## config.mk

```make
export PLATFORM = sky130hd
export DESIGN_NAME = pmc_power_mode_ctrl
export DESIGN_NICKNAME = d
export VERILOG_FILES = /design/src/hdl/pmc_sync2.v /design/src/hdl/pmc_power_mode_ctrl.v
export VERILOG_INCLUDE_DIRS = /design/src /design/src/include
export SDC_FILE = /design/constraint.sdc
export NUM_CORES = 1
export LEC_CHECK = 0
export BUFFER_PORTS_ARGS = -buffer_cell sky130_fd_sc_hd__buf_2
export CORE_MARGIN = 2
export CORE_UTILIZATION = 30
export DETAILED_ROUTE_END_ITERATION = 7
export HOLD_SLACK_MARGIN = 0.1
export PLACE_DENSITY = 0.68
export SLEW_MARGIN = 40
export SYNTH_ARGS = -nofsm -noshare
export SYNTH_HDL_FRONTEND = slang
export SYNTH_SLANG_ARGS = --single-unit
```

## constraint.sdc

```tcl
create_clock -name pclk -period 4.6 [get_ports pclk]
set_input_delay 0.23 -clock pclk [delete_from_list [all_inputs] [get_ports pclk]]
set_output_delay 0.23 -clock pclk [all_outputs]
set_load 0.02 [all_outputs]
```

## src/include/pmc_regs.vh

```
/*
  Constants of the power-mode clock controller: register offsets, field
  positions, reset values and clock-source codes.
  Assumes a 32-bit APB register bus, one aligned word per register.
*/
// What this block does
// - The selected power mode is entered only when the low-power instruction executes.
// - Interrupt, reset or watchdog time-out returns any power mode to primary run.
// - From a run mode, Sleep or the matching idle mode may also be entered.
// - Halt bit 7 sets CPU clocking; source field bits 1:0 pick the clock.
// - Halt clear and source 00 at the instruction enter Sleep, CPU and peripheral clocks stopped.
// - Run and idle modes each work from primary, secondary or internal source.
// - Source code 00 primary, 01 secondary timer oscillator, 1x internal block.
// - Primary oscillator mode comes from a configuration register; CPU, peripherals clocked.
// - Primary run clocks CPU and all peripherals from the primary oscillator.
// - Instruction in a run mode with halt set moves to the same-source idle.
// - On idle entry the CPU stops at the next instruction's start.
// - Run-to-idle leaves primary-stable, internal-stable and secondary-running flags unchanged.
// - In idle, peripherals stay clocked from the source selected before entry.
// - Instruction in run mode with halt and source clear enters Sleep as usual.
// - Entering Sleep stops the primary clock and the internal oscillator block.
// - During Sleep the low-frequency RC keeps running while the watchdog is enabled.
// - During Sleep the secondary oscillator runs if its timer-control enable is set.
// - Entering Sleep clears primary-stable, internal-stable and secondary-running flags.
// - Enabled interrupt wakes; branch to vector if global enable set, else resume.
`ifndef PMC_REGS_VH
`define PMC_REGS_VH

`define PMC_DATA_W          32
`define PMC_OFF_OSC_CTRL    8'h00
`define PMC_OFF_TMR_CTRL    8'h04
`define PMC_OFF_CONFIG      8'h08
`define PMC_OFF_STATUS      8'h0c

`define PMC_BIT_HALT        7
`define PMC_BIT_PRI_STABLE  3
`define PMC_BIT_INT_STABLE  2
`define PMC_SRC_HI          1
`define PMC_SRC_LO          0
`define PMC_BIT_SEC_EN      0
`define PMC_BIT_SECONDARY_RUN_MODE     6

`define PMC_SRC_PRI         2'b00
`define PMC_SRC_SEC         2'b01
`define PMC_SRC_INT         2'b10
`define PMC_SRC_INT_BIT     1

`define PMC_CFG_W           3
`define PMC_RST_HALT        1'b0
`define PMC_RST_SRC         2'b00
`define PMC_RST_SEC_EN      1'b0
`define PMC_RST_CFG         3'h0
`define PMC_MODE_W          7
`define PMC_ZERO_WORD       32'h0000_0000

`endif

```

## src/hdl/pmc_sync2.v

```verilog
/*
  Two-flop synchroniser for a vector of independent level signals.
  Assumes each bit is a slow level; bits are not coherent with each other.
*/
`timescale 1ns/1ps
module pmc_sync2 #(
  parameter W = 3
) (
  input  wire         clk,
  input  wire         rst_n,
  input  wire [W-1:0] din,
  output wire [W-1:0] dout
);

  reg [W-1:0] meta_r;
  reg [W-1:0] sync_r;

  genvar i;
  generate
    for (i = 0; i < W; i = i + 1) begin : g_bit
      always @(posedge clk or negedge rst_n) begin
        if (!rst_n) begin
          meta_r[i] <= 1'b0;
          sync_r[i] <= 1'b0;
        end else begin
          meta_r[i] <= din[i];
          sync_r[i] <= meta_r[i];
        end
      end
    end
  endgenerate

  assign dout = sync_r;

endmodule

```

## src/hdl/pmc_power_mode_ctrl.v

```verilog
/*
  Power-mode clock controller: APB register slave, power-mode state
  machine, clock-source stable flags and clock/oscillator enables.
  Assumes sleep_exec, irq_wake, wdt_timeout, global_irq_enable and
  watchdog_enabled come from logic on pclk; oscillator ready levels are
  asynchronous and are synchronised here.
*/
`timescale 1ns/1ps
`include "pmc_regs.vh"
module pmc_power_mode_ctrl #(
  parameter ADDR_W = 8
) (
  input  wire                     pclk,
  input  wire                     presetn,
  input  wire                     psel,
  input  wire                     penable,
  input  wire                     pwrite,
  input  wire [ADDR_W-1:0]        paddr,
  input  wire [`PMC_DATA_W-1:0]   pwdata,
  output wire [`PMC_DATA_W-1:0]   prdata,
  output wire                     pready,
  output wire                     pslverr,
  input  wire                     sleep_exec,
  input  wire                     irq_wake,
  input  wire                     wdt_timeout,
  input  wire                     global_irq_enable,
  input  wire                     watchdog_enabled,
  input  wire                     primary_osc_ready,
  input  wire                     internal_osc_ready,
  input  wire                     secondary_osc_ready,
  output wire                     cpu_clk_en,
  output wire                     periph_clk_en,
  output wire [1:0]               clk_src_sel,
  output wire                     primary_osc_en,
  output wire                     internal_osc_en,
  output wire                     secondary_osc_en,
  output wire                     low_freq_rc_en,
  output wire [`PMC_CFG_W-1:0]    primary_osc_mode,
  output wire                     wake_to_vector,
  output wire                     wake_resume,
  output wire [`PMC_MODE_W-1:0]   power_mode
);

  localparam [6:0] ST_SLEEP    = 7'h01;
  localparam [6:0] ST_PRIMARY_RUN_MODE  = 7'h02;
  localparam [6:0] ST_SECONDARY_RUN_MODE  = 7'h04;
  localparam [6:0] ST_INT_RUN  = 7'h08;
  localparam [6:0] ST_PRIMARY_IDLE_MODE = 7'h10;
  localparam [6:0] ST_SECONDARY_IDLE_MODE = 7'h20;
  localparam [6:0] ST_INT_IDLE = 7'h40;

  reg                    cpu_halt_select_r;
  reg  [1:0]             clock_source_select_r;
  reg                    sec_timer_en_r;
  reg  [`PMC_CFG_W-1:0]  cfg_r;
  reg  [6:0]             mode_r;
  reg  [6:0]             mode_nxt;
  reg                    primary_osc_stable_flag_r;
  reg                    internal_osc_stable_flag_r;
  reg                    secondary_clock_running_flag_r;
  reg  [`PMC_DATA_W-1:0] prdata_r;
  reg  [`PMC_DATA_W-1:0] rd_word;
  reg                    rd_hit;
  reg                    cpu_clk_en_r;
  reg                    periph_clk_en_r;
  reg  [1:0]             clk_src_sel_r;
  reg  [1:0]             clk_src_nxt;
  reg                    primary_osc_en_r;
  reg                    internal_osc_en_r;
  reg                    secondary_osc_en_r;
  reg                    low_freq_rc_en_r;
  reg                    wake_to_vector_r;
  reg                    wake_resume_r;

  wire [2:0] ready_s;
  wire       pri_ready_s;
  wire       int_ready_s;
  wire       sec_ready_s;

  pmc_sync2 #(
    .W (3)
  ) u_ready_sync (
    .clk   (pclk),
    .rst_n (presetn),
    .din   ({secondary_osc_ready, internal_osc_ready, primary_osc_ready}),
    .dout  (ready_s)
  );

  assign pri_ready_s = ready_s[0];
  assign int_ready_s = ready_s[1];
  assign sec_ready_s = ready_s[2];

  // APB decode; the slave never waits
  wire apb_setup  = psel & ~penable;
  wire apb_access = psel & penable;
  wire apb_wr     = apb_access & pwrite;
  wire [7:0] addr8 = paddr[7:0];

  always @* begin
    rd_word = `PMC_ZERO_WORD;
    rd_hit  = 1'b1;
    case (addr8)
      `PMC_OFF_OSC_CTRL: begin
        rd_word[`PMC_BIT_HALT]       = cpu_halt_select_r;
        rd_word[`PMC_BIT_PRI_STABLE] = primary_osc_stable_flag_r;
        rd_word[`PMC_BIT_INT_STABLE] = internal_osc_stable_flag_r;
        rd_word[`PMC_SRC_HI:`PMC_SRC_LO] = clock_source_select_r;
      end
      `PMC_OFF_TMR_CTRL: begin
        rd_word[`PMC_BIT_SEC_EN]  = sec_timer_en_r;
        rd_word[`PMC_BIT_SECONDARY_RUN_MODE] = secondary_clock_running_flag_r;
      end
      `PMC_OFF_CONFIG: begin
        rd_word[`PMC_CFG_W-1:0] = cfg_r;
      end
      `PMC_OFF_STATUS: begin
        rd_word[`PMC_MODE_W-1:0] = mode_r;
      end
      default: begin
        rd_hit = 1'b0;
      end
    endcase
  end

  assign pready  = 1'b1;
  assign pslverr = apb_access & ~rd_hit;

  // Read data captured in the setup cycle, stable through the access
  always @(posedge pclk or negedge presetn) begin
    if (!presetn) begin
      prdata_r <= `PMC_ZERO_WORD;
    end else if (apb_setup && !pwrite) begin
      prdata_r <= rd_word;
    end
  end

  assign prdata = prdata_r;

  // Target mode from the control bits at the low-power instruction
  function [6:0] pmc_target;
    input       halt;
    input [1:0] src;
    begin
      if (halt) begin
        if (src[`PMC_SRC_INT_BIT]) begin
          pmc_target = ST_INT_IDLE;
        end else if (src == `PMC_SRC_SEC) begin
          pmc_target = ST_SECONDARY_IDLE_MODE;
        end else begin
          pmc_target = ST_PRIMARY_IDLE_MODE;
        end
      end else begin
        if (src[`PMC_SRC_INT_BIT]) begin
          pmc_target = ST_INT_RUN;
        end else if (src == `PMC_SRC_SEC) begin
          pmc_target = ST_SECONDARY_RUN_MODE;
        end else begin
          pmc_target = ST_SLEEP;
        end
      end
    end
  endfunction

  wire wake    = irq_wake | wdt_timeout;
  wire in_run  = (mode_r == ST_PRIMARY_RUN_MODE) | (mode_r == ST_SECONDARY_RUN_MODE) |
                 (mode_r == ST_INT_RUN);
  wire managed = (mode_r != ST_PRIMARY_RUN_MODE);

  // Wake beats a simultaneous instruction outside primary run; in primary run the wake is ignored and the instruction taken
  always @* begin
    mode_nxt = mode_r;
    case (mode_r)
      ST_PRIMARY_RUN_MODE, ST_SECONDARY_RUN_MODE, ST_INT_RUN: begin
        if (wake && managed) begin
          mode_nxt = ST_PRIMARY_RUN_MODE;
        end else if (sleep_exec) begin
          mode_nxt = pmc_target(cpu_halt_select_r,
                                clock_source_select_r);
        end
      end
      ST_SLEEP, ST_PRIMARY_IDLE_MODE, ST_SECONDARY_IDLE_MODE, ST_INT_IDLE: begin
        if (wake) begin
          mode_nxt = ST_PRIMARY_RUN_MODE;
        end
      end
      default: begin
        mode_nxt = ST_PRIMARY_RUN_MODE;
      end
    endcase
  end

  wire enter_sleep = (mode_nxt == ST_SLEEP) && (mode_r != ST_SLEEP);
  wire to_primary  = (mode_nxt == ST_PRIMARY_RUN_MODE) && managed;

  always @(posedge pclk or negedge presetn) begin
    if (!presetn) begin
      mode_r <= ST_PRIMARY_RUN_MODE;
    end else begin
      mode_r <= mode_nxt;
    end
  end

  // Control registers; a wake back to primary forces the source field
  always @(posedge pclk or negedge presetn) begin
    if (!presetn) begin
      cpu_halt_select_r     <= `PMC_RST_HALT;
      clock_source_select_r <= `PMC_RST_SRC;
      sec_timer_en_r        <= `PMC_RST_SEC_EN;
      cfg_r                 <= `PMC_RST_CFG;
    end else begin
      if (apb_wr && addr8 == `PMC_OFF_OSC_CTRL) begin
        cpu_halt_select_r <= pwdata[`PMC_BIT_HALT];
      end
      if (to_primary) begin
        clock_source_select_r <= `PMC_SRC_PRI;
      end else if (apb_wr && addr8 == `PMC_OFF_OSC_CTRL) begin
        clock_source_select_r <= pwdata[`PMC_SRC_HI:`PMC_SRC_LO];
      end
      if (apb_wr && addr8 == `PMC_OFF_TMR_CTRL) begin
        sec_timer_en_r <= pwdata[`PMC_BIT_SEC_EN];
      end
      if (apb_wr && addr8 == `PMC_OFF_CONFIG) begin
        cfg_r <= pwdata[`PMC_CFG_W-1:0];
      end
    end
  end

  // Clock source that each mode runs the peripherals from
  always @* begin
    case (mode_nxt)
      ST_SECONDARY_RUN_MODE, ST_SECONDARY_IDLE_MODE: clk_src_nxt = `PMC_SRC_SEC;
      ST_INT_RUN, ST_INT_IDLE: clk_src_nxt = `PMC_SRC_INT;
      ST_SLEEP:                clk_src_nxt = clk_src_sel_r;
      default:                 clk_src_nxt = `PMC_SRC_PRI;
    endcase
  end

  wire nxt_sleep = (mode_nxt == ST_SLEEP);
  wire nxt_run   = (mode_nxt == ST_PRIMARY_RUN_MODE) | (mode_nxt == ST_SECONDARY_RUN_MODE) |
                   (mode_nxt == ST_INT_RUN);
  wire nxt_pri   = (mode_nxt == ST_PRIMARY_RUN_MODE) | (mode_nxt == ST_PRIMARY_IDLE_MODE);
  wire nxt_int   = (mode_nxt == ST_INT_RUN) | (mode_nxt == ST_INT_IDLE);
  wire nxt_sec   = (mode_nxt == ST_SECONDARY_RUN_MODE) | (mode_nxt == ST_SECONDARY_IDLE_MODE);

  // Enables follow mode_nxt so they change together with the mode
  always @(posedge pclk or negedge presetn) begin
    if (!presetn) begin
      cpu_clk_en_r       <= 1'b1;
      periph_clk_en_r    <= 1'b1;
      clk_src_sel_r      <= `PMC_SRC_PRI;
      primary_osc_en_r   <= 1'b1;
      internal_osc_en_r  <= 1'b0;
      secondary_osc_en_r <= 1'b0;
      low_freq_rc_en_r   <= 1'b0;
    end else begin
      cpu_clk_en_r       <= nxt_run;
      periph_clk_en_r    <= ~nxt_sleep;
      clk_src_sel_r      <= clk_src_nxt;
      primary_osc_en_r   <= nxt_pri;
      internal_osc_en_r  <= nxt_int;
      secondary_osc_en_r <= nxt_sec | sec_timer_en_r;
      low_freq_rc_en_r   <= watchdog_enabled | nxt_int;
    end
  end

  // Stable flags: cleared only on Sleep entry, held across run-to-idle
  wire pri_set = pri_ready_s & primary_osc_en_r & ~nxt_sleep;
  wire int_set = int_ready_s & internal_osc_en_r & ~nxt_sleep;
  wire sec_set = sec_ready_s & secondary_osc_en_r & ~nxt_sleep;

  always @(posedge pclk or negedge presetn) begin
    if (!presetn) begin
      primary_osc_stable_flag_r      <= 1'b0;
      internal_osc_stable_flag_r     <= 1'b0;
      secondary_clock_running_flag_r <= 1'b0;
    end else if (enter_sleep) begin
      primary_osc_stable_flag_r      <= 1'b0;
      internal_osc_stable_flag_r     <= 1'b0;
      secondary_clock_running_flag_r <= 1'b0;
    end else begin
      if (pri_set) begin
        primary_osc_stable_flag_r <= 1'b1;
      end
      if (int_set) begin
        internal_osc_stable_flag_r <= 1'b1;
      end
      if (sec_set) begin
        secondary_clock_running_flag_r <= 1'b1;
      end
    end
  end

  // Interrupt wake decides between vector branch and plain resume
  wire irq_exit = irq_wake & to_primary;

  always @(posedge pclk or negedge presetn) begin
    if (!presetn) begin
      wake_to_vector_r <= 1'b0;
      wake_resume_r    <= 1'b0;
    end else begin
      wake_to_vector_r <= irq_exit & global_irq_enable;
      wake_resume_r    <= irq_exit & ~global_irq_enable;
    end
  end

  assign cpu_clk_en       = cpu_clk_en_r;
  assign periph_clk_en    = periph_clk_en_r;
  assign clk_src_sel      = clk_src_sel_r;
  assign primary_osc_en   = primary_osc_en_r;
  assign internal_osc_en  = internal_osc_en_r;
  assign secondary_osc_en = secondary_osc_en_r;
  assign low_freq_rc_en   = low_freq_rc_en_r;
  assign primary_osc_mode = cfg_r;
  assign wake_to_vector   = wake_to_vector_r;
  assign wake_resume      = wake_resume_r;
  assign power_mode       = mode_r;

endmodule

```

==> metrics, run 1 <==
P per Cell Area=306 mW/mm2; via-per-instance ratio=4.76; Syn Area/Cell=10.7 um2; Async SR Flop Fraction=1.00; main flop type after synthesis=dfrtp_1; Post-Syn Area=0.00206 mm2; CP Data Arrival Time=1.97 ns; die width=86.9 um; Die ar.=0.00756 mm2; drt wl/cell=13.7 um; most repeated cell in the gate-level netlist after synthesis=dfrtp_1; post-synthesis mux area share=0.0655; reg2reg setup slack=2.84 ns; Seq/Total Area, Yosys=0.500; area share of fa/ha/maj cells after synthesis=0; Placed Area=0.00230 mm2; Ports=107; initial DRC count=83; Synth area leaders=dfrtp_1 (45%), buf_4 (9.8%), dfstp_2 (5.1%); placed insts=318; DR vias=1574; fin crit share=0.383; final hold vios=0; reg2reg path depth=4; I/O Buffers=53; Reg area=0.00103 mm2; std cell rows=30; status=finished clean; Non-Filler Instances=331; Post-synth top cells=dfrtp_1 (37), buf_4 (27), nand2_1 (18); P&R area growth vs syn=18.0%; Final setup viols=0; Cell variety after synth=52; die height=86.9 um; post-synthesis simple-gate area fraction=0.204; Max IR drop VDD=129 uV; clock root buffer=clkbuf_8; Finished Cell Area=0.00243 mm2; setup TNS=0 ns; max frequency=0.568 GHz; Worst R2R Start=power_mode[3]; HP Class=input port to flip-flop; CTS Sinks=41; initial core utilization=0.307; required time worst endpoint=4.81 ns; post-synthesis compound-gate area fraction=0.106; post-synth top area share=0.449; relative slew slack=0.659; RR Endpoint=clk_src_sel[1]; Endpoint, Worst Hold=low_freq_rc_en; flops & latches, synth=41; Max Clock Skew=0.00751 ns; crit path max fanout=8; Nets=303; Worst Setup Path Type=flip-flop to flip-flop; CTS buffer count=5; first-pass GRT wire length=7470 um; cell taking the most area after synthesis=dfrtp_1; largest family of logic cells by synthesized area=simple AND/OR/NAND/NOR gates; clock latency on the worst-skew pair=0.30 ns; Post-synth EDFFs=0; GRT Total Usage=0.128; vias in the first global route=1511; WHS=0.133 ns; remaining antenna violation count=0; WL final=4550 um; CTS H-tree depth=2; Gate Count Post-Synth=193; Worst setup EP type=flip-flop; DP Worst Slack=2.89 ns; GRT overflow=0; Final WS setup=2.84 ns; Fill cells=688; MaxCap Viol Count=0; HPWL after detailed placement=3460 um; Synth Area in XOR/XNOR=0.00849; Tmin final=1.76 ns; clk buf depth=2; Slew Viols, Final=0; RSZ-0062 raised after global routing=no; CTS tree=done; leakage power=1.25 nW; YS warnings=0; gpl congestion=0.895; HP Start=watchdog_enabled; largest net degree at the start of global routing=42; clock transition at the registers of the reported paths=0.08 ns; worst-margin pin slew=0.512 ns; setup bufs post-CTS=0; drt pass-1 iters=4; DRC viols=0; Placeable Area=0.00672 mm2; Design Power=0.745 mW; Core Util, Final=0.362; layout cells sized above 1=0.315; Multi-input gate area=887 um2; Inserted Diodes=0; initial antenna violation count=0; Worst setup SP type=flip-flop; Hold Crit Depth=2
[critical path, cell delays in order, from the launching register on]
cell,delay [ns]
dfrtp_1,0.45
nor2_1,0.42
nand2_1,0.22
or3b_1,0.45
o211ai_1,0.13
[cell families after synthesis]
family          Yosys count
buf+inv                  34
mux                      11
xor+xnor                  2
compound gates           34
flops                    41
other cells               2
simple gates             69
[report_power, final]
part           internal, mW  leakage, nW  switching, mW
combinational        0.0368        0.679         0.0768
sequential            0.378        0.538         0.0127
clock                 0.107       0.0374          0.134
total                 0.522         1.25          0.223
[sequential cells by signal (all words and copies together) (netlist names), 2 cells and up]
name / cells
clock_source_select_r: 2
power_mode: 7
primary_osc_mode: 3
u_ready_sync.meta_r: 3
clk_src_sel: 2
u_ready_sync.dout: 3
prdata: 8
[worst max path at each step]
stage,from,to,slack [ns],cells past startpoint
after floorplan,power_mode[6],clk_src_sel[1],3.01,5
after global placement,power_mode[0],clk_src_sel[1],2.89,4
after detailed placement,power_mode[5],clk_src_sel[1],2.89,4
after CTS,power_mode[5],clk_src_sel[1],2.85,4
after global routing,power_mode[3],secondary_clock_running_flag_r,2.69,4
final,power_mode[3],clk_src_sel[1],2.84,4
[metal layers]
layer  wire length, um  global-route usage  up-vias
li1                  -                   -      751
met2              2040               0.194       67
met1              2110               0.177      749
met5                 0                   0        -
met4                56              0.0483        0
met3               333              0.0313        7
[cell type report]
| class | instances | area share |
|---|---|---|
| Clock buffer | 6 | 0.0298 |
| Clock inverter | 2 | 0.00617 |
| Inverter | 3 | 0.00462 |
| Multi-Input combinational cell | 141 | 0.364 |
| Sequential cell | 41 | 0.423 |
| Tap cell | 80 | 0.0411 |
| Timing Repair Buffer | 58 | 0.131 |
[repair_timing]
| action | in CTS | in global routing |
|---|---|---|
| gates resized for setup | 0 | 0 |
| endpoints found under the hold margin | 41 | 0 |
| hold buffers | 5 | 0 |
[cell usage in the layout (no fill, tap or decap), types with 6 or more instances in the layout]
master   instances
buf_2           52
dfrtp_1         37
conb_1          25
nand2_1         18
nor2_1          11
nand3_1          8
o21ai_0          8
a21oi_1          6
Note: power is estimated with default switching activity, not from simulation.
==> run 2: changes to the inputs <==
Settings changed: PLACE_DENSITY 0.68 to 0.7.
Clock period 4.6 ns to 1.6 ns, I/O delays scaled along.
==> metrics, run 2 (same netlist as run 1, synthesis figures left out) <==
Worst Setup Path Type=flip-flop to flip-flop; Tmin final=1.54 ns; I/O Buffers=53; clock latency on the worst-skew pair=0.29 ns; CTS tree=done; Nets=332; remaining antenna violation count=0; GRT Total Usage=0.133; CP Data Arrival Time=1.75 ns; CTS Sinks=41; Max Clock Skew=0.00310 ns; required time worst endpoint=1.81 ns; clock transition at the registers of the reported paths=0.08 ns; MaxCap Viol Count=0; drt pass-1 iters=4; vias in the first global route=1584; fin crit share=0.965; RSZ-0062 raised after global routing=yes; number of flip-flops under the largest register name=8; initial core utilization=0.307; WL final=4830 um; clock root buffer=clkbuf_8; CP max stage delay=0.49 ns; first-pass GRT wire length=7790 um; P per Cell Area=867 mW/mm2; die height=86.9 um; CTS H-tree depth=2; Core Util, Final=0.411; HPWL after detailed placement=3710 um; Inserted Diodes=0; gpl congestion=0.834; P&R area growth vs syn=33.8%; Worst setup EP type=flip-flop; Die ar.=0.00756 mm2; Final setup viols=0; crit path cell chain=nor4b_4, a211oi_2, or3b_4, o211ai_1; initial antenna violation count=0; GRT overflow=0; via-per-instance ratio=4.67; Worst setup SP type=flip-flop; reg2reg setup slack=0.06 ns; Crit path max-delay family=simple AND/OR/NAND/NOR gates; initial DRC count=85; leakage power=1.43 nW; slowest stage cell, crit path=dfrtp_2; DRC viols=0; most frequent cells in the layout=buf_2 (53), dfrtp_1 (34), conb_1 (25); final hold vios=0; largest net degree at the start of global routing=42; CTS buffer count=5; clk buf depth=2; Ports=107; status=finished clean; drt wl/cell=13.4 um; Slew Viols, Final=0; Max IR drop VDD=548 uV; WHS=0.112 ns; DR vias=1682; layout cells sized above 1=0.386; most common cell after layout, fill and taps aside=buf_2; crit path max fanout=6; std cell rows=30; Buf/Inv on CP=0; Placeable Area=0.00672 mm2; die width=86.9 um; HP Class=input port to flip-flop; max frequency=0.648 GHz
run 2: cell types whose count changed in the layout (fill, tap and decap cells not counted), moves of 3 or more:
cell / change
dfrtp_1: -3
buf_4: +17
dfrtp_2: +3
buf_6: +3
dlygate4sd3_1: +7
run 2: where the power goes:
group / switching [mW] / internal (mW) / leakage (nW) / total, mW
Sequential: 0.0261 / 1.09 / 0.534 / 1.11
Clock: 0.347 / 0.509 / 0.0585 / 0.856
Combinational: 0.252 / 0.173 / 0.834 / 0.425
run 2: cell type report:
type | instances | area, um2
Sequential cell | 41 | 1030
Tap cell | 80 | 100
Fill cell | 677 | 3960
Clock inverter | 1 | 30.0
Inverter | 3 | 11.3
Clock buffer | 7 | 86.3
Multi-Input combinational cell | 141 | 925
Timing Repair Buffer | 87 | 574
run 2: final timing paths:
path                                   startpoint                   end  cells past startpoint
max in group asynchronous                 presetn         power_mode[1]                      3
min                                      paddr[7]             prdata[6]                      4
max                                 power_mode[4]        clk_src_sel[1]                      4
max reg2reg                         power_mode[4]        clk_src_sel[1]                      4
min reg2reg                u_ready_sync.meta_r[1]  u_ready_sync.dout[1]                      0
min in group asynchronous                 presetn             prdata[4]                      3
run 2: timing repair:
item	4_1_cts	5_1_grt
pin swaps	0	1
gates cloned	0	0
gates resized for setup	4	9
endpoints found under the setup margin	3	14
buffers inserted	0	3
endpoints found under the hold margin	54	0
hold buffers	12	0
run 2: stage by stage:
step	TNS, ns	area, um2	power [mW]	worst slack (ns)	instances
final	0	2760	2.40	0.0563	360
after detailed placement	-0.0300	2450	1.51	-0.0300	337
after floorplan	0	2150	1.39	0.0104	216
after global routing	-0.0621	2760	2.52	-0.0468	360
after global placement	0	2450	1.51	0.0229	337
after CTS	0	2710	2.40	0.00623	357
run 2: metal layers:
| layer | GRT usage | part of all wire | wire length, um |
|---|---|---|---|
| met3 | 0.0284 | 0.067 | 322 |
| met2 | 0.212 | 0.46 | 2220 |
| met1 | 0.185 | 0.46 | 2240 |
| met4 | 0.0341 | 0.0077 | 37 |
| met5 | 0 | 0 | 0 |
run 2: tightest hold or removal path, cell delays in order:
cell and delay [ns]:
buf_2 0.10, nor2_4 0.05, nand3_2 0.07, o31ai_1 0.07
